File: config.mk
export PLATFORM = sky130hd
export DESIGN_NAME = apc_attr_ctrl
export DESIGN_NICKNAME = d
export VERILOG_FILES = /design/src/rtl/apc_blink_gen.v /design/src/rtl/apc_attr_ctrl.v
export VERILOG_INCLUDE_DIRS = /design/src /design/src/pkg
export SDC_FILE = /design/constraint.sdc
export NUM_CORES = 1
export LEC_CHECK = 0
export ABC_AREA = 1
export BUFFER_PORTS_ARGS = -buffer_cell sky130_fd_sc_hd__buf_2
export CORE_MARGIN = 1.5
export CORE_UTILIZATION = 50
export DETAILED_ROUTE_END_ITERATION = 12
export PLACE_DENSITY = 0.71
export SLEW_MARGIN = 0
export SYNTH_ARGS = -nofsm -noshare
export SYNTH_HDL_FRONTEND = slang
export SYNTH_SLANG_ARGS = --single-unit
File: constraint.sdc
create_clock -name clk -period 1.8 [get_ports clk]
set_input_delay 0.09 -clock clk [delete_from_list [all_inputs] [get_ports clk]]
set_output_delay 0.09 -clock clk [all_outputs]
set_load 0.005 [all_outputs]
File: src/pkg/apc_regs.vh
// apc_regs.vh: register indices, field positions, reset values and port
// addresses of the attribute palette controller.
// assumes: included by bare name from rtl files, no code here.
`ifndef APC_REGS_VH
`define APC_REGS_VH

// host i/o port addresses
`define APC_PORT_ATTR      16'h03C0
`define APC_PORT_ATTR_RD   16'h03C1
`define APC_PORT_EXT_DATA  16'h03C5
`define APC_PORT_STAT_MONO 16'h03BA
`define APC_PORT_STAT_COL  16'h03DA
`define APC_PORT_CRT_MONO  16'h03B5
`define APC_PORT_CRT_COL   16'h03D5

// extension and crt controller indices that mirror the attribute index
`define APC_EXT_IDX_ATTR   8'h83
`define APC_CRT_IDX_ATTR   8'h24

// attribute data register indices
`define APC_IDX_PAL_LAST   5'h0F
`define APC_IDX_MODE       5'h10
`define APC_IDX_BORDER     5'h11
`define APC_IDX_PLANE_EN   5'h12
`define APC_IDX_PAN        5'h13
`define APC_IDX_CSEL       5'h14

// attribute index fields
`define APC_AIX_SEL_MSB    4
`define APC_AIX_PAS        5

// mode control fields
`define APC_MC_GFX         0
`define APC_MC_MONO        1
`define APC_MC_LINEGFX     2
`define APC_MC_BLINK       3
`define APC_MC_PANCOMPAT   5
`define APC_MC_PIXWIDTH    6
`define APC_MC_ALTSRC      7

// line graphics character code range
`define APC_LINE_LO        8'hC0
`define APC_LINE_HI        8'hDF

// reset values
`define APC_RST_INDEX      6'h00
`define APC_RST_MODE       8'h00
`define APC_RST_BORDER     8'h00
`define APC_RST_PLANE_EN   6'h0F
`define APC_RST_PAN        4'h0
`define APC_RST_CSEL       4'h0
`define APC_RST_RDATA      8'h00
`define APC_RST_VIDEO      8'h00

// blink divider width: phase flips every 16 frames
`define APC_BLINK_W        5

`endif

File: src/rtl/apc_blink_gen.v
// apc_blink_gen: blink phase generator, one step per vertical retrace
// start. assumes vRetrace is a level from logic on the same dot clock.
`timescale 1ns/1ps
`default_nettype none
`include "apc_regs.vh"

module apc_blink_gen
(
	// clock and reset
	input  wire       clk,
	input  wire       resetn,
	// retrace level from the crt timing logic
	input  wire       vRetrace,
	// blink phase, high in the second half of the period
	output wire       blinkPhase
);

	reg                       retraceDly_ff;
	reg [`APC_BLINK_W-1:0]    blinkCnt_ff;
	wire                      retraceStart;

	// rising edge of retrace marks one frame
	assign retraceStart = vRetrace & ~retraceDly_ff;

	always @(posedge clk or negedge resetn)
	begin
		if (!resetn)
		begin
			retraceDly_ff <= 1'b0;
			blinkCnt_ff   <= {`APC_BLINK_W{1'b0}};
		end
		else
		begin
			retraceDly_ff <= vRetrace;
			if (retraceStart)
				blinkCnt_ff <= blinkCnt_ff + 1'b1;
		end
	end

	// msb gives 16 frames per state
	assign blinkPhase = blinkCnt_ff[`APC_BLINK_W-1];

endmodule // apc_blink_gen

`default_nettype wire

File: src/rtl/apc_attr_ctrl.v
// apc_attr_ctrl: attribute palette controller, maps each pixel outside
// 256-colour mode through sixteen palette entries to an 8-bit dac index.
// assumes: host i/o strobes, crt timing and pixel data all on clk.
//
// How it works
// - five low index bits pick data register
// - shared port alternates index and data writes
// - status read resets pointer to index
// - extension index 83 reads index plus pointer
// - crt index 24 also reads attribute index
// - address source 0 shows overscan colour
// - sixteen entries map pixel to colour
// - eight-bit colour value per pixel to dac
// - alternate source picks bits 5 and 4
// - 256-colour mode ignores alternate source
// - pixel width halves shifter, bypasses palette
// - pan compatibility pans upper screen only
// - blink every 16 frames when enabled
// - line graphics copies eighth dot ninth
// - mono bit clears palette input bit1 in graphics mode
// - graphics mode bit selects text or graphics
// - graphics blink without mono clears palette input bit3 in second phase
// - text attribute bit7 intensity or blink
// - overscan colour outside blank and display
// - colour select drives output bits 7, 6
`timescale 1ns/1ps
`default_nettype none
`include "apc_regs.vh"

module apc_attr_ctrl
(
	// clock and reset
	input  wire        clk,
	input  wire        resetn,
	// host i/o port access
	input  wire [15:0] ioAddr,
	input  wire        ioWr,
	input  wire        ioRd,
	input  wire [7:0]  ioWrData,
	output reg  [7:0]  ioRdData,
	output reg         ioRdHit,
	// indices held by the sequencer and crt controller
	input  wire [7:0]  extIndex,
	input  wire [7:0]  crtIndex,
	// crt timing
	input  wire        vRetrace,
	input  wire        displayEn,
	input  wire        blank,
	input  wire        lowerScreen,
	// text pixel stream
	input  wire        textFontDot,
	input  wire        textNinth,
	input  wire [7:0]  textCode,
	input  wire [7:0]  textAttr,
	// graphics pixel stream
	input  wire [3:0]  planeData,
	input  wire [7:0]  pix256,
	// to the external dac and the shifter
	output reg  [7:0]  dacIndex,
	output reg         shiftHalf,
	output reg  [3:0]  panCount,
	output reg  [1:0]  diagBits
);

	// register file
	reg  [5:0]  attrIndex_ff;
	reg         dataPtr_ff;
	reg  [7:0]  palette_ff [0:15];
	reg  [7:0]  modeCtl_ff;
	reg  [7:0]  border_ff;
	reg  [5:0]  planeEn_ff;
	reg  [3:0]  panShift_ff;
	reg  [3:0]  colourSel_ff;
	reg         eighthDot_ff;

	// next values
	reg  [7:0]  nxt_rdData;
	reg         nxt_rdHit;
	reg  [3:0]  nxt_palAddr;
	reg  [7:0]  nxt_video;
	reg         fgOn;
	reg  [3:0]  bgColour;
	reg  [7:0]  palOut;

	wire        blinkPhase;
	wire [4:0]  dataSel;
	wire        palHost;
	wire        blinkEn;
	wire        gfxMode;
	wire        monoAttr;
	wire        lineGfx;
	wire        pixWidth;
	wire        altSrc;
	wire        isLineChar;
	wire        attrPortWr;
	wire        statusRd;
	integer     i;

	// data register select from low index bits
	assign dataSel  = attrIndex_ff[`APC_AIX_SEL_MSB:0];
	// palette source bit, 0 gives host ownership
	assign palHost  = ~attrIndex_ff[`APC_AIX_PAS];
	assign gfxMode  = modeCtl_ff[`APC_MC_GFX];
	assign monoAttr = modeCtl_ff[`APC_MC_MONO];
	assign lineGfx  = modeCtl_ff[`APC_MC_LINEGFX];
	assign blinkEn  = modeCtl_ff[`APC_MC_BLINK];
	assign pixWidth = modeCtl_ff[`APC_MC_PIXWIDTH];
	assign altSrc   = modeCtl_ff[`APC_MC_ALTSRC];

	// port decodes
	assign attrPortWr = ioWr & (ioAddr == `APC_PORT_ATTR);
	assign statusRd   = ioRd & ((ioAddr == `APC_PORT_STAT_MONO) |
		(ioAddr == `APC_PORT_STAT_COL));

	// character codes that extend into the ninth dot
	assign isLineChar = (textCode >= `APC_LINE_LO) &
		(textCode <= `APC_LINE_HI);

	// blink phase source
	apc_blink_gen u_blink
	(
		.clk        (clk),
		.resetn     (resetn),
		.vRetrace   (vRetrace),
		.blinkPhase (blinkPhase)
	);

	// host writes and the index/data pointer
	always @(posedge clk or negedge resetn)
	begin
		if (!resetn)
		begin
			dataPtr_ff   <= 1'b0;
			attrIndex_ff <= `APC_RST_INDEX;
			modeCtl_ff   <= `APC_RST_MODE;
			border_ff    <= `APC_RST_BORDER;
			planeEn_ff   <= `APC_RST_PLANE_EN;
			panShift_ff  <= `APC_RST_PAN;
			colourSel_ff <= `APC_RST_CSEL;
			for (i = 0; i < 16; i = i + 1)
				palette_ff[i] <= i[7:0];
		end
		else if (statusRd)
		begin
			dataPtr_ff <= 1'b0;
		end
		else if (attrPortWr)
		begin
			dataPtr_ff <= ~dataPtr_ff;
			if (!dataPtr_ff)
				attrIndex_ff <= ioWrData[5:0];
			else if (dataSel <= `APC_IDX_PAL_LAST)
			begin
				// palette writes only while host owns it
				if (palHost)
					palette_ff[dataSel[3:0]] <= ioWrData;
			end
			else
			begin
				case (dataSel)
					`APC_IDX_MODE:     modeCtl_ff   <= ioWrData;
					`APC_IDX_BORDER:   border_ff    <= ioWrData;
					`APC_IDX_PLANE_EN: planeEn_ff   <= ioWrData[5:0];
					`APC_IDX_PAN:      panShift_ff  <= ioWrData[3:0];
					`APC_IDX_CSEL:     colourSel_ff <= ioWrData[3:0];
					default:           modeCtl_ff   <= modeCtl_ff;
				endcase
			end
		end
	end

	// read data selection, answered one clock after the strobe
	always @*
	begin
		nxt_rdData = `APC_RST_RDATA;
		nxt_rdHit  = 1'b0;
		if (ioRd)
		begin
			case (ioAddr)
				`APC_PORT_ATTR:
				begin
					nxt_rdData = {2'b00, attrIndex_ff};
					nxt_rdHit  = 1'b1;
				end
				`APC_PORT_ATTR_RD:
				begin
					nxt_rdHit = 1'b1;
					if (dataSel <= `APC_IDX_PAL_LAST)
						nxt_rdData = palette_ff[dataSel[3:0]];
					else
					begin
						case (dataSel)
							`APC_IDX_MODE:     nxt_rdData = modeCtl_ff;
							`APC_IDX_BORDER:   nxt_rdData = border_ff;
							`APC_IDX_PLANE_EN:
								nxt_rdData = {2'b00, planeEn_ff};
							`APC_IDX_PAN:
								nxt_rdData = {4'h0, panShift_ff};
							`APC_IDX_CSEL:
								nxt_rdData = {4'h0, colourSel_ff};
							default:           nxt_rdData = `APC_RST_RDATA;
						endcase
					end
				end
				`APC_PORT_EXT_DATA:
				begin
					// index with pointer state in bit 7
					if (extIndex == `APC_EXT_IDX_ATTR)
					begin
						nxt_rdData = {dataPtr_ff, 1'b0, attrIndex_ff};
						nxt_rdHit  = 1'b1;
					end
				end
				`APC_PORT_CRT_MONO, `APC_PORT_CRT_COL:
				begin
					// mirror of the index in crt space
					if (crtIndex == `APC_CRT_IDX_ATTR)
					begin
						nxt_rdData = {2'b00, attrIndex_ff};
						nxt_rdHit  = 1'b1;
					end
				end
				default:
				begin
					nxt_rdData = `APC_RST_RDATA;
					nxt_rdHit  = 1'b0;
				end
			endcase
		end
	end

	// palette input formation for text and graphics
	always @*
	begin
		nxt_palAddr = 4'h0;
		fgOn        = 1'b0;
		bgColour    = 4'h0;
		if (!gfxMode)
		begin
			// ninth dot copies eighth for line chars
			if (textNinth)
				fgOn = lineGfx & isLineChar & eighthDot_ff;
			else
				fgOn = textFontDot;
			// bit 7 is intensity or blink control
			if (blinkEn)
			begin
				bgColour = {1'b0, textAttr[6:4]};
				if (textAttr[7] & blinkPhase)
					fgOn = 1'b0;
			end
			else
				bgColour = textAttr[7:4];
			nxt_palAddr = fgOn ? textAttr[3:0] : bgColour;
		end
		else
		begin
			nxt_palAddr = planeData;
			// mono patterns on planes 0 and 2
			if (monoAttr)
			begin
				nxt_palAddr[1] = 1'b0;
				nxt_palAddr[3] = planeData[3] ^ blinkPhase;
			end
			else if (blinkEn)
			begin
				// plane 3 set gives blinking bit3
				nxt_palAddr[3] = planeData[3] & ~blinkPhase;
			end
		end
		// plane enable masks the palette input
		nxt_palAddr = nxt_palAddr & planeEn_ff[3:0];
	end

	// output colour build
	always @*
	begin
		palOut    = palette_ff[nxt_palAddr];
		nxt_video = `APC_RST_VIDEO;
		if (palHost)
			nxt_video = border_ff;
		else if (!displayEn)
		begin
			// overscan when neither blank nor display
			if (!blank)
				nxt_video = border_ff;
		end
		else if (pixWidth)
			// bypass palette, all 8 bits out
			nxt_video = pix256;
		else
		begin
			nxt_video[7:6] = colourSel_ff[3:2];
			// bits 5 and 4 source select
			nxt_video[5:4] = altSrc ? colourSel_ff[1:0] : palOut[5:4];
			nxt_video[3:0] = palOut[3:0];
		end
	end

	// registered outputs and pixel history
	always @(posedge clk or negedge resetn)
	begin
		if (!resetn)
		begin
			ioRdData     <= `APC_RST_RDATA;
			ioRdHit      <= 1'b0;
			dacIndex     <= `APC_RST_VIDEO;
			shiftHalf    <= 1'b0;
			panCount     <= `APC_RST_PAN;
			diagBits     <= 2'b00;
			eighthDot_ff <= 1'b0;
		end
		else
		begin
			ioRdData  <= nxt_rdData;
			ioRdHit   <= nxt_rdHit;
			dacIndex  <= nxt_video;
			shiftHalf <= pixWidth;
			// lower screen unpanned in compat mode
			if (modeCtl_ff[`APC_MC_PANCOMPAT] & lowerScreen)
				panCount <= `APC_RST_PAN;
			else
				panCount <= panShift_ff;
			// diagnostic pair of video bits
			case (planeEn_ff[5:4])
				2'b00:   diagBits <= {nxt_video[2], nxt_video[0]};
				2'b01:   diagBits <= {nxt_video[5], nxt_video[4]};
				2'b10:   diagBits <= {nxt_video[3], nxt_video[1]};
				default: diagBits <= {nxt_video[7], nxt_video[6]};
			endcase
			// last foreground dot for the ninth column
			if (!textNinth)
				eighthDot_ff <= textFontDot;
		end
	end

endmodule // apc_attr_ctrl

`default_nettype wire

---- Word level (Yosys, flattened, before mapping) ----
Cells that the tools add are included.
cells by class
  reduce and logical (&&, ||, !) cells .... 12
  order comparisons ....................... 6
  equality and inequality tests ........... 16
  mux-type cells .......................... 38
  bitwise logic cells ..................... 20
  $add $sub $neg .......................... 1
operator list
  operator                count
  $bwmux W128             1
  $eq A16 B10 Y1 const B  7
  $mux W8                 10
  $bmux W8 S4             2
  $pmux W8 S5             1
  $demux W8 S4            1
  $pmux W8 S4             1
  $reduce_and A5 Y1       6
  $eq A5 B5 Y1 const B    5
  $mux W6                 3
  $mux W4                 4
  $mux W1                 12
  $ge A5 B5 Y1 const B    2
  $not A4 Y5              2
  $and A1 B1 Y1           9
  $eq A8 B6 Y1 const B    1
  $eq A8 B8 Y1 const B    1
  $ge A8 B8 Y1 const B    1
  $le A8 B8 Y1 const B    1
  $not A1 Y1              6
  $pmux W2 S3             1
  $add A5 B1 Y5 const B   1
  $le A5 B4 Y1 const B    1
  $lt A5 B1 Y1 const B    1
  other kinds (12)        13
word-level totals
  flip-flop bits (word level) ............. 196
  input bits .............................. 78

---- Longest topological paths before layout ----
Gate-level depths: netlist of the first run.
  depth in word-level cells ............... 20
  depth in mapped cells ................... 21

---- Cells and area by module ----
A second synthesis of the first run with hierarchy kept.
second synthesis, totals
  cells, all modules ...................... 1261
  area total of the unflattened synthesis .. 10136.0 µm²
by module, submodules not included
  module         times used  area each (µm²)  cells an instance  seq. area each (µm²)
  apc_attr_ctrl  1           9855.7           1230               4799.6
  apc_blink_gen  1           280.3            31                 150.1

---- Least setup slack after synthesis of the first run ----
OpenSTA, ideal clock, no wires.
  kind .................................... flip-flop to flip-flop
  start point ............................. register modeCtl_ff[0]
  end point ............................... register diagBits[0]
  stages on the path, launching flop included .. 15
  setup slack ............................. -0.206 ns
  arrival time ............................ 1.877 ns
  library setup time ...................... 0.130 ns
  path through ............................ dfrtp_1 -> inv_1 -> o21a_1 -> clkbuf_1 -> nand2_1 -> buf_4 -> buf_4 -> o211ai_1 -> nand3_1 -> nand3_1 -> nand3_1 -> nand2_1 -> nand2_1 -> nand2_1 -> nand4_1
RTL lines
  item                                         line                 text
  start, declared                              apc_attr_ctrl.v:69   reg [7:0] modeCtl_ff;
  start signal, assigned                       apc_attr_ctrl.v:135  modeCtl_ff <= `APC_RST_MODE;
  start signal, assigned                       apc_attr_ctrl.v:161  `APC_IDX_MODE: modeCtl_ff <= ioWrData;
  start signal, assigned                       apc_attr_ctrl.v:166  default: modeCtl_ff <= modeCtl_ff;
  $mux W4                                      apc_attr_ctrl.v:238  if (!gfxMode)
  $and A4 B4 Y4                                apc_attr_ctrl.v:272  nxt_palAddr = nxt_palAddr & planeEn_ff[3:0];
  $not A4 Y5 (implied by the code)             apc_attr_ctrl.v:278  palOut = palette_ff[nxt_palAddr];
  $bmux W8 S4                                  apc_attr_ctrl.v:278
  $mux W6 (implied by the code) (2 in series)  apc_attr_ctrl.v:278
  $mux W8                                      apc_attr_ctrl.v:288  else if (pixWidth)
  $mux W8                                      apc_attr_ctrl.v:282  else if (!displayEn)
  $mux W8                                      apc_attr_ctrl.v:280  if (palHost)
  named net nxt_video[0]                       apc_attr_ctrl.v:80   reg [7:0] nxt_video;
  $pmux W2 S3                                  apc_attr_ctrl.v:325  case (planeEn_ff[5:4])
  end signal, assigned                         apc_attr_ctrl.v:326  2'b00: diagBits <= {nxt_video[2], nxt_video[0]};
  end signal, assigned                         apc_attr_ctrl.v:327  2'b01: diagBits <= {nxt_video[5], nxt_video[4]};
  end signal, assigned                         apc_attr_ctrl.v:328  2'b10: diagBits <= {nxt_video[3], nxt_video[1]};
  end, declared                                apc_attr_ctrl.v:62   output reg [1:0] diagBits
The timed path passes the listed nets, and every way through them passes these cells. The select of a mux whose other input is x is not followed.
A chain may end at the register's enable or synchronous reset.

---- Worst setup path after layout of the first run ----
  start point ............................. register modeCtl_ff[2]
  end point ............................... register diagBits[0]
RTL lines
  item                                           line                 text
  $and A1 B1 Y1 * (2 in series)                  apc_attr_ctrl.v:242  fgOn = lineGfx & isLineChar & eighthDot_ff;
  $mux W1 *                                      apc_attr_ctrl.v:241  if (textNinth)
  $mux W1                                        apc_attr_ctrl.v:249  if (textAttr[7] & blinkPhase)
  $mux W1 *                                      apc_attr_ctrl.v:246  if (blinkEn)
  $mux W1 *                                      apc_attr_ctrl.v:238
  $mux W4 *                                      apc_attr_ctrl.v:254  nxt_palAddr = fgOn ? textAttr[3:0] : bgColour;
  $mux W4 *                                      apc_attr_ctrl.v:238
  $and A4 B4 Y4 *                                apc_attr_ctrl.v:272
  $not A4 Y5 (implied by the code) *             apc_attr_ctrl.v:278
  $bmux W8 S4 *                                  apc_attr_ctrl.v:278
  $mux W6 (implied by the code) * (2 in series)  apc_attr_ctrl.v:278
  $mux W8 *                                      apc_attr_ctrl.v:288
  $mux W8 *                                      apc_attr_ctrl.v:282
  $mux W8 *                                      apc_attr_ctrl.v:280
  named net nxt_video[1]                         apc_attr_ctrl.v:80
  $pmux W2 S3 *                                  apc_attr_ctrl.v:325
The timed path passes the listed nets; every way through them passes the cells marked *. The select of a mux whose other input is x is not followed.

==> results.txt, run 1 <==
- Setup violators final: 24
- CTS clk-pin slew, worst paths: 0.07 ns
- Maximum single-stage delay on the critical path: ~0.38 ns
- Unique cell type count in the Yosys netlist: 42
- Based on the critical path, the design can be clocked at up to 459.8 MHz.
- PnR Total Power: 9.002 mW
* Netlist area before placement: 0.009896 mm2
* Actual slew at the worst max-slew pin: 0.6027 ns
* Unrepaired setup endpoints after global routing: yes
- Maximum level of the CTS H-tree: 4
* Total via count in the routed design: roughly 10,000
* Worst path top cell family by delay: simple AND/OR/NAND/NOR gates
- Count of routing violations after the opening detailed-route iteration: 1,080
- Total routing usage reported by global routing: about a third
* # rows: 51
- The worst setup path is launched from a flip-flop.
- Most used flip-flop cell after synthesis: sky130_fd_sc_hd__dfrtp_1
* Max-capacitance violation count: 0
- CTS tree: built
- Subtracting the final worst setup slack from the clock period gives approximately 2.2 ns.
- In this run the register-to-register setup slack is -0.37 ns.
* Final worst clock skew: 0.005926 ns
- Worst setup path startpoint: modeCtl_ff[2]
* Final worst slack: -0.3746 ns
- The number of pins with negative max-slew slack in the final report was 0.
* CP max stage cell: sky130_fd_sc_hd__dfrtp_1
* Number of enable flip-flop cells after synthesis: 0
* Fin area: about 0.013 mm2
- The number of antenna violations at the first check in global routing was 0.
* Synth Warn #: 0
* Pwr/cell area: 669.4 mW/mm2
- Core Area: 0.01946 mm2
- Global routing finished with a remaining overflow of 0.
* Final hold viol count: 0
* Worst setup EP type: flip-flop
- The library cell used most frequently in the layout, excluding fill and tap cells, is sky130_fd_sc_hd__nand2_1.
- Final Core Density: 69.10%
* First-pass iteration count of the detailed router: 6
* Syn_area_per_cell: 7.923 um2
- Fraction of synthesis flops using an asynchronous set or reset pin: 100.0%
* Count of cells along the worst register-to-register path: 20
* Maximum count of clock buffers along a single path: 2
- Number of top-level design ports: ~100
- The worst register-to-register path ends at diagBits[0].
- Run status: complete, but fails checks
* DP Wirelength: 22,780 um
- CTS placed an instance of sky130_fd_sc_hd__clkbuf_16 at the clock tree root.
- Sequential cells were found to cover roughly 50% of the synthesized design area.
- Synthesis handed over a netlist of 1,249 instances.
* Pin count of the biggest net entering global routing: 59
* Wire length reported by the detailed router: between 30,000 and 40,000 um
- From left edge to right edge, the die measures ~140 um.
- Source-to-sink clock delay at the later pin of the worst-skew pair: 0.45 ns
- Filler cell count: 1,547
- Routability-driven placement finished with a final weighted congestion of 0.9541.
- Hold Path Cell Cnt: 4
* DR DRC count: 0
- The first global-routing pass estimated around 52,000 um of wire.
* Routed Antenna Nets: 0
- Destination of the worst hold path: eighthDot_ff
* Fraction of layout cells with a size suffix above 1: a little under a third
* Slew headroom: between 50 and 60%
- Fin nets: 1,546
* Floorplan die area: 0.02064 mm2
- The count of buffers added on input and output ports is 96.
- The worst hold path begins at textNinth.
* Register bit total from synthesis: 196
* DIE HEIGHT: 143.7 um
- After layout, the worst path uses 120.8% of the clock period.
- Crit path buffers/inverters: 2
* Syn_nets: between 1,000 and 1,500
- Class of the tightest hold or removal check: in -> reg
* Routed length per instance: roughly 20 um
- At the worst endpoint, the required time is 2.13 ns.
* Crit-path max FO: 18
- IR Drop Worst-Case VDD: 0.6321 mV
- The number of global-route vias before repair is 9,591.
- From synthesis to final layout, the design area changed by 35.90%.
* Violations in the final reports: negative setup slack
- Critical path class: reg -> reg
* Area after DPL: about 0.012 mm2
* Cell breakdown of the critical path: nand2_1 -> nor2_1 -> nand2_1 -> nand2_2 -> nand2_2 -> nand2_2 -> nand3_4 -> nand2_8 -> buf_12 -> buf_6 -> nand2_2 -> nand2_1 -> nand2_1 -> nand3_1 -> nand3_2 -> nand3_4 -> nand2_1 -> nand2_1 -> nand2_1 -> nand4_1
- The initial utilization of the core area, before any placement, comes to 50.85%.
- STA puts the critical path data arrival time at about 2.5 ns.
- OpenSTA, run right after detailed placement, puts the worst setup slack at -0.4040 ns.
* Critical R2R Launch: modeCtl_ff[2]
- Num Clock Sinks: 196
* Top cell by count, worst path: sky130_fd_sc_hd__nand2_1
- Number of buffers created by CTS: 17
* Static leakage: between 6 and 7 nW
- Using the TritonRoute via totals, the vias-per-cell ratio works out to 5.807.
* Commonest cells after routing, fill and taps aside: 350 x sky130_fd_sc_hd__nand2_1, 159 x sky130_fd_sc_hd__dfrtp_1, 151 x sky130_fd_sc_hd__o21ai_0, 116 x sky130_fd_sc_hd__buf_4, 96 x sky130_fd_sc_hd__buf_2
[synthesized netlist by cell type, drive strengths merged, types with 12 or more instances]
cell type,n,area share [%]
o21ai,207,10
nand3,92,4.7
nor2,35,1.3
clkbuf,42,1.6
o211ai,12,0.91
dfrtp,160,40
dfstp,36,9.6
inv,97,3.7
a21oi,19,0.96
o22ai,67,4.2
nand2,379,14
buf,31,2.1
nand4,17,1.1
[tightest hold or removal path, delay by kind of cell]
kind / cells / cell delay, ns
buf+inv: 2 / 0.20
simple gates: 2 / 0.11
[state kept, by name, indices dropped and copies added, names as in the netlist, 2 cells and up]
name                 flops
attrIndex_ff             6
border_ff                8
colourSel_ff             4
dacIndex                 8
diagBits                 2
ioRdData                 8
modeCtl_ff               8
palette_ff             128
panCount                 4
panShift_ff              4
planeEn_ff               6
u_blink.blinkCnt_ff      5
[how the worst max path moves through the flow]
| stage | end | slack (ns) | depth (start not counted) |
|---|---|---|---|
| floorplan | diagBits[0] | -0.12 | 19 |
| global placement | diagBits[0] | -0.37 | 20 |
| detailed placement | diagBits[0] | -0.40 | 20 |
| CTS | diagBits[0] | -0.31 | 20 |
| global route | diagBits[0] | -0.62 | 20 |
| finish | diagBits[0] | -0.37 | 20 |
[power breakdown]
part	switching, mW	internal [mW]	total, mW
combinational	0.299	0.198	0.497
clock	1.80	2.19	3.99
sequential	0.0456	4.47	4.51
[area by class of cell]
| cell class | instances | area (um2) | share of cell area (%) |
|---|---|---|---|
| multi-input combinational | 881 | 4896 | 36.41 |
| tap | 265 | 331.6 | 2.466 |
| timing repair inverter | 1 | 7.507 | 0.05582 |
| antenna | 1 | 2.502 | 0.01861 |
| timing repair buffer | 270 | 2250 | 16.73 |
| sequential | 196 | 4951 | 36.82 |
| clock buffer | 20 | 466.7 | 3.470 |
| inverter | 99 | 400.4 | 2.977 |
| clock inverter | 12 | 142.6 | 1.061 |
[timing repair]
item | in CTS | in global routing
resized for setup | 133 | 113
setup buffers | 18 | 8
cloned | 7 | 0
hold endpoints to repair | 62 | 0
endpoints found under the setup margin | 44 | 86
pin swaps | 39 | 41
hold buffers | 9 | 0
[through the flow]
step | cells | TNS (ns) | hold WS, ns
final | 1745 | -3.593 | 0.0004340
after detailed placement | 1678 | -30.34 | 0.09943
after global placement | 1678 | -17.16 | 0.09343
after CTS | 1739 | -3.017 | 0.001830
after floorplan | 1249 | -0.2367 | -0.2056
after global routing | 1744 | -6.862 | 0.02459
[cells by family (layout without fill, tap and decap cells)]
logic type               count (synthesis)  after routing  synth area share [%]
AND/OR/NAND/NOR                        552            552                 23.81
AO/OA/AOI/OAI                          322            322                 18.00
flip-flops                             196            196                 50.02
buffers and inverters                  172            402                 7.447
XOR/XNOR                                 4              4                0.3541
adder cells (fa/ha/maj)                  2              2                0.2528
multiplexers                             1              1                0.1138
other                                    0              1                     0
[routing by layer]
metal / up-vias / share of wire, % / track usage (%)
li1: 4670 / - / -
met1: 4813 / 41 / 44.51
met2: 526 / 46 / 53.44
met3: 125 / 8.2 / 6.698
met4: 0 / 5.2 / 17.29
met5: - / 0 / 0
Note: power is estimated with default switching activity, not from simulation.
==> inputs of run 2 (changes only) <==
Settings changed: CORE_ASPECT_RATIO set to 1.4.
==> run 2 against run 1 <==
Effect of this change: the run still ends with negative setup slack left; flip-flop and latch count stayed put; utilization is 2.8 points higher; clock power hardly changed; clock skew is 0.0049 ns higher; combinational power is 2% higher; sequential share of layout area is 1.1 points lower; first-iteration DRC count is 5.6% higher; critical path depth is 1 higher; hold slack better by 0.0046 ns; die area hardly changed; non-clock buffer count is 38 higher; highest routed layer unchanged.
==> results.txt, run 2 (synthesized netlist as in run 1, its figures left out) <==
* Routed Antenna Nets: 0 (unchanged)
- Largest Register: palette_ff
* DIE HEIGHT: 169.5 um (+18%)
* Global-route wire length before repair: 55,500 um (+5.8%)
- The final RePlAce weighted congestion was 0.9671 (+1.4%).
- DR DRC count: 0 (unchanged)
- The number of placed I/O pins was 102 (unchanged).
- The insertion delay of the later-clocked pin in the worst-skew pair is 0.45 ns (about the same).
- Hold Slack: 0.005034 ns (+0.004600 ns)
- The portion of the clock cycle consumed by the worst path in the final layout is 127.4% (+6.6 points).
- The TritonCTS buffer count was 17 (unchanged).
* Actual slew at the worst max-slew pin: 0.6577 ns (+0.05500 ns)
- The starting density of the core is 51.29% (+0.45 points).
* Class of the tightest hold or removal check: in -> reg
- Traced cell by cell, the critical path runs through nand2_1 -> nor2_1 -> nand2_1 -> nand2_2 -> buf_4 -> nand3_1 -> nand3_1 -> nand2_2 -> nand2_4 -> inv_4 -> buf_4 -> nand2_1 -> nand3_1 -> nand3_1 -> nand2_2 -> nand2_2 -> nand2_1 -> nand2_1 -> nand2_1 -> nand2_1 -> nand4_1.
- Run status: complete, but fails checks
- The highest cell delay on the worst timing path came to 0.36 ns (-0.02 ns).
- IR Drop Worst-Case VDD: 0.5862 mV (-7.3%)
* Grt met2 use: 58.40% (+5.0 points)
* Final critical path time including I/O delays and setup: 2.294 ns (+0.1191 ns)
- Total via count in the routed design: 10,470 (+3.3%)
- Crit-path max FO: 6 (-12)
- Setup repair after global routing could not meet its margin everywhere.
- Num Clock Sinks: 196 (unchanged)
- The final worst setup slack was -0.4937 ns (-0.1191 ns).
* Max-capacitance violation count: 0 (unchanged)
- The pin count of the biggest net entering global routing is 51 (-14%).
* Count of routing violations after the opening detailed-route iteration: 1,140 (+5.6%)
- The total power divided by cell area is 650.7 mW/mm2 (-2.8%).
- Final worst clock skew: 0.01079 ns (+0.004861 ns)
- The area of the core is 0.01929 mm2 (-0.87%).
- The routed length per placed instance is 21.19 um (+8.2%).
* Final count of pins violating max slew: 0 (unchanged)
- Fraction of layout cells with a size suffix above 1: 34.28% (+3.4 points)
- CTS clk-pin slew, worst paths: 0.08 ns (about the same)
* PnR Total Power: 9.020 mW (+0.20%)
- The count of final hold-check violations was 0 (unchanged).
- The detailed-placement wirelength estimate was 24,270 um (+6.6%).
* CTS tree: built
- Critical Path Start Type: flip-flop
- The final reports fail on negative setup slack.
* Via count of the first global-routing pass: 10,050 (+4.7%)
- Wire length reported by the detailed router: 37,410 um (+9.5%)
* Initial antenna violation count: 0 (unchanged)
* DR vias/cell: 5.930 (+2.1%)
* Total routing usage reported by global routing: 35.75% (+1.8 points)
* Static leakage: 6.527 nW (+4.6%)
- Setup violators final: 23 (-4.2%)
* CP max stage cell: sky130_fd_sc_hd__dfrtp_1
* Fin nets: 1,584 (+2.5%)
- GR Layer Usage met1: 42.94% (-1.6 points)
* Slew headroom: 55.86% (-3.7 points)
- The worst setup path is of the reg -> reg kind.
* Global route total overflow: 0 (unchanged)
- # rows: 60 (+18%)
- The global routing stage identified its most utilized layer as met2.
* Maximum level of the CTS H-tree: 4 (unchanged)
- Non-Filler Instances: 1,765 (+1.1%)
- Required time of the critical path: 2.12 ns (about the same)
* Placed cell count: 1,680 (+0.12%)
- Met3 Resource Use GR: 6.351% (-0.35 points)
- The number of flip-flops in the largest register is 128 (unchanged).
* Worst setup EP type: flip-flop
* Commonest cells after routing, fill and taps aside: 340 x sky130_fd_sc_hd__nand2_1, 158 x sky130_fd_sc_hd__dfrtp_1, 151 x sky130_fd_sc_hd__o21ai_0, 142 x sky130_fd_sc_hd__buf_4, 96 x sky130_fd_sc_hd__buf_2
- The achievable clock frequency came to 436.0 MHz (-5.2%).
- Number of buffers added on ports: 96 (unchanged)
- Number of antenna cells inserted: 0 (-1)
- The arrival time reported for the critical path endpoint was 2.61 ns (+0.11 ns).
* Maximum count of clock buffers along a single path: 2 (unchanged)
- By instance count, the cell type seen most on the critical path is sky130_fd_sc_hd__nand2_1.
* Final Core Density: 71.85% (+2.8 points)
- The width of the chip came to 121.9 um (-15%).
* First-pass iteration count of the detailed router: 8 (+2)
- Most common library cell in the layout ignoring fill and taps: sky130_fd_sc_hd__nand2_1
* Buffer type at the clock tree root: sky130_fd_sc_hd__clkbuf_16
- The layout filler cell count was 1,457 (-5.8%).
- The overall die area was 0.02066 mm2 (about the same).
- From synthesis to final layout, the design area changed by 40.08%.
==> run 2: changes by cell type in the layout (fill, tap and decap cells not counted), moves of 6 or more <==
| cell | previous run | this run |
|---|---|---|
| sky130_fd_sc_hd__buf_4 | 116 | 142 |
| sky130_fd_sc_hd__nand3_1 | 76 | 61 |
| sky130_fd_sc_hd__nand3_2 | 14 | 29 |
| sky130_fd_sc_hd__nand2_2 | 13 | 27 |
| sky130_fd_sc_hd__nand2_1 | 350 | 340 |
| sky130_fd_sc_hd__buf_6 | 21 | 30 |
| sky130_fd_sc_hd__o22ai_4 | 10 | 3 |
| sky130_fd_sc_hd__o22ai_1 | 46 | 52 |
==> run 2: what timing repair did <==
action / in CTS / in global routing
hold buffers: 7 / 0
pin swaps: 58 / 67
endpoints found under the hold margin: 170 / 0
gates resized for setup: 149 / 125
setup buffers: 19 / 20
endpoints found under the setup margin: 48 / 94
cloned: 9 / 4
==> run 2: worst paths after layout <==
kind	startpoint	to	slack, ns	depth (start not counted)
max in group asynchronous	resetn	planeEn_ff[0]	0.99	3
hold / removal	ioWr	dataPtr_ff	0.005	3
hold reg to reg	u_blink.blinkCnt_ff[3]	u_blink.blinkCnt_ff[3]	0.49	1
setup / recovery	modeCtl_ff[2]	diagBits[1]	-0.49	21
min in group asynchronous	resetn	panShift_ff[1]	0.12	2
setup reg to reg	modeCtl_ff[2]	diagBits[1]	-0.49	21
==> run 2: final cells by class <==
cell class	instances	area (um2)	share of cell area, %
Sequential cell	196	4952	35.73
Multi-Input combinational cell	882	4942	35.65
Timing Repair Buffer	308	2651	19.13
Clock buffer	18	439.2	3.168
Inverter	99	391.6	2.825
Tap cell	248	310.3	2.238
Clock inverter	14	175.2	1.264
==> run 2: metrics by stage <==
stage          setup TNS, ns  setup WS, ns  instance area (um2)
2_1_floorplan        -0.2367       -0.1184                 9951
3_3_place_gp          -18.92       -0.3821                11740
3_5_place_dp          -25.87       -0.4370                11740
4_1_cts               -3.385       -0.4036                13230
5_1_grt               -9.364       -0.7048                13860
6_report              -4.503       -0.4937                13860
==> run 2: critical path: cells and delay by family (launching register included) <==
kind	cells	cell delay, ns
buf+inv	3	0.34
flops	1	0.36
simple gates	18	1.49
==> run 2: routing by layer <==
metal | part of all wire, % | wire (um)
met1 | 37 | 13830
met2 | 48 | 18110
met3 | 7.2 | 2711
met4 | 7.4 | 2752
met5 | 0 | 0
==> run 2: where the power goes <==
| group | internal (mW) | switching [mW] | leakage (nW) |
|---|---|---|---|
| logic | 0.196 | 0.311 | 3.65 |
| registers | 4.46 | 0.0444 | 2.58 |
| clock network | 2.04 | 1.96 | 0.298 |
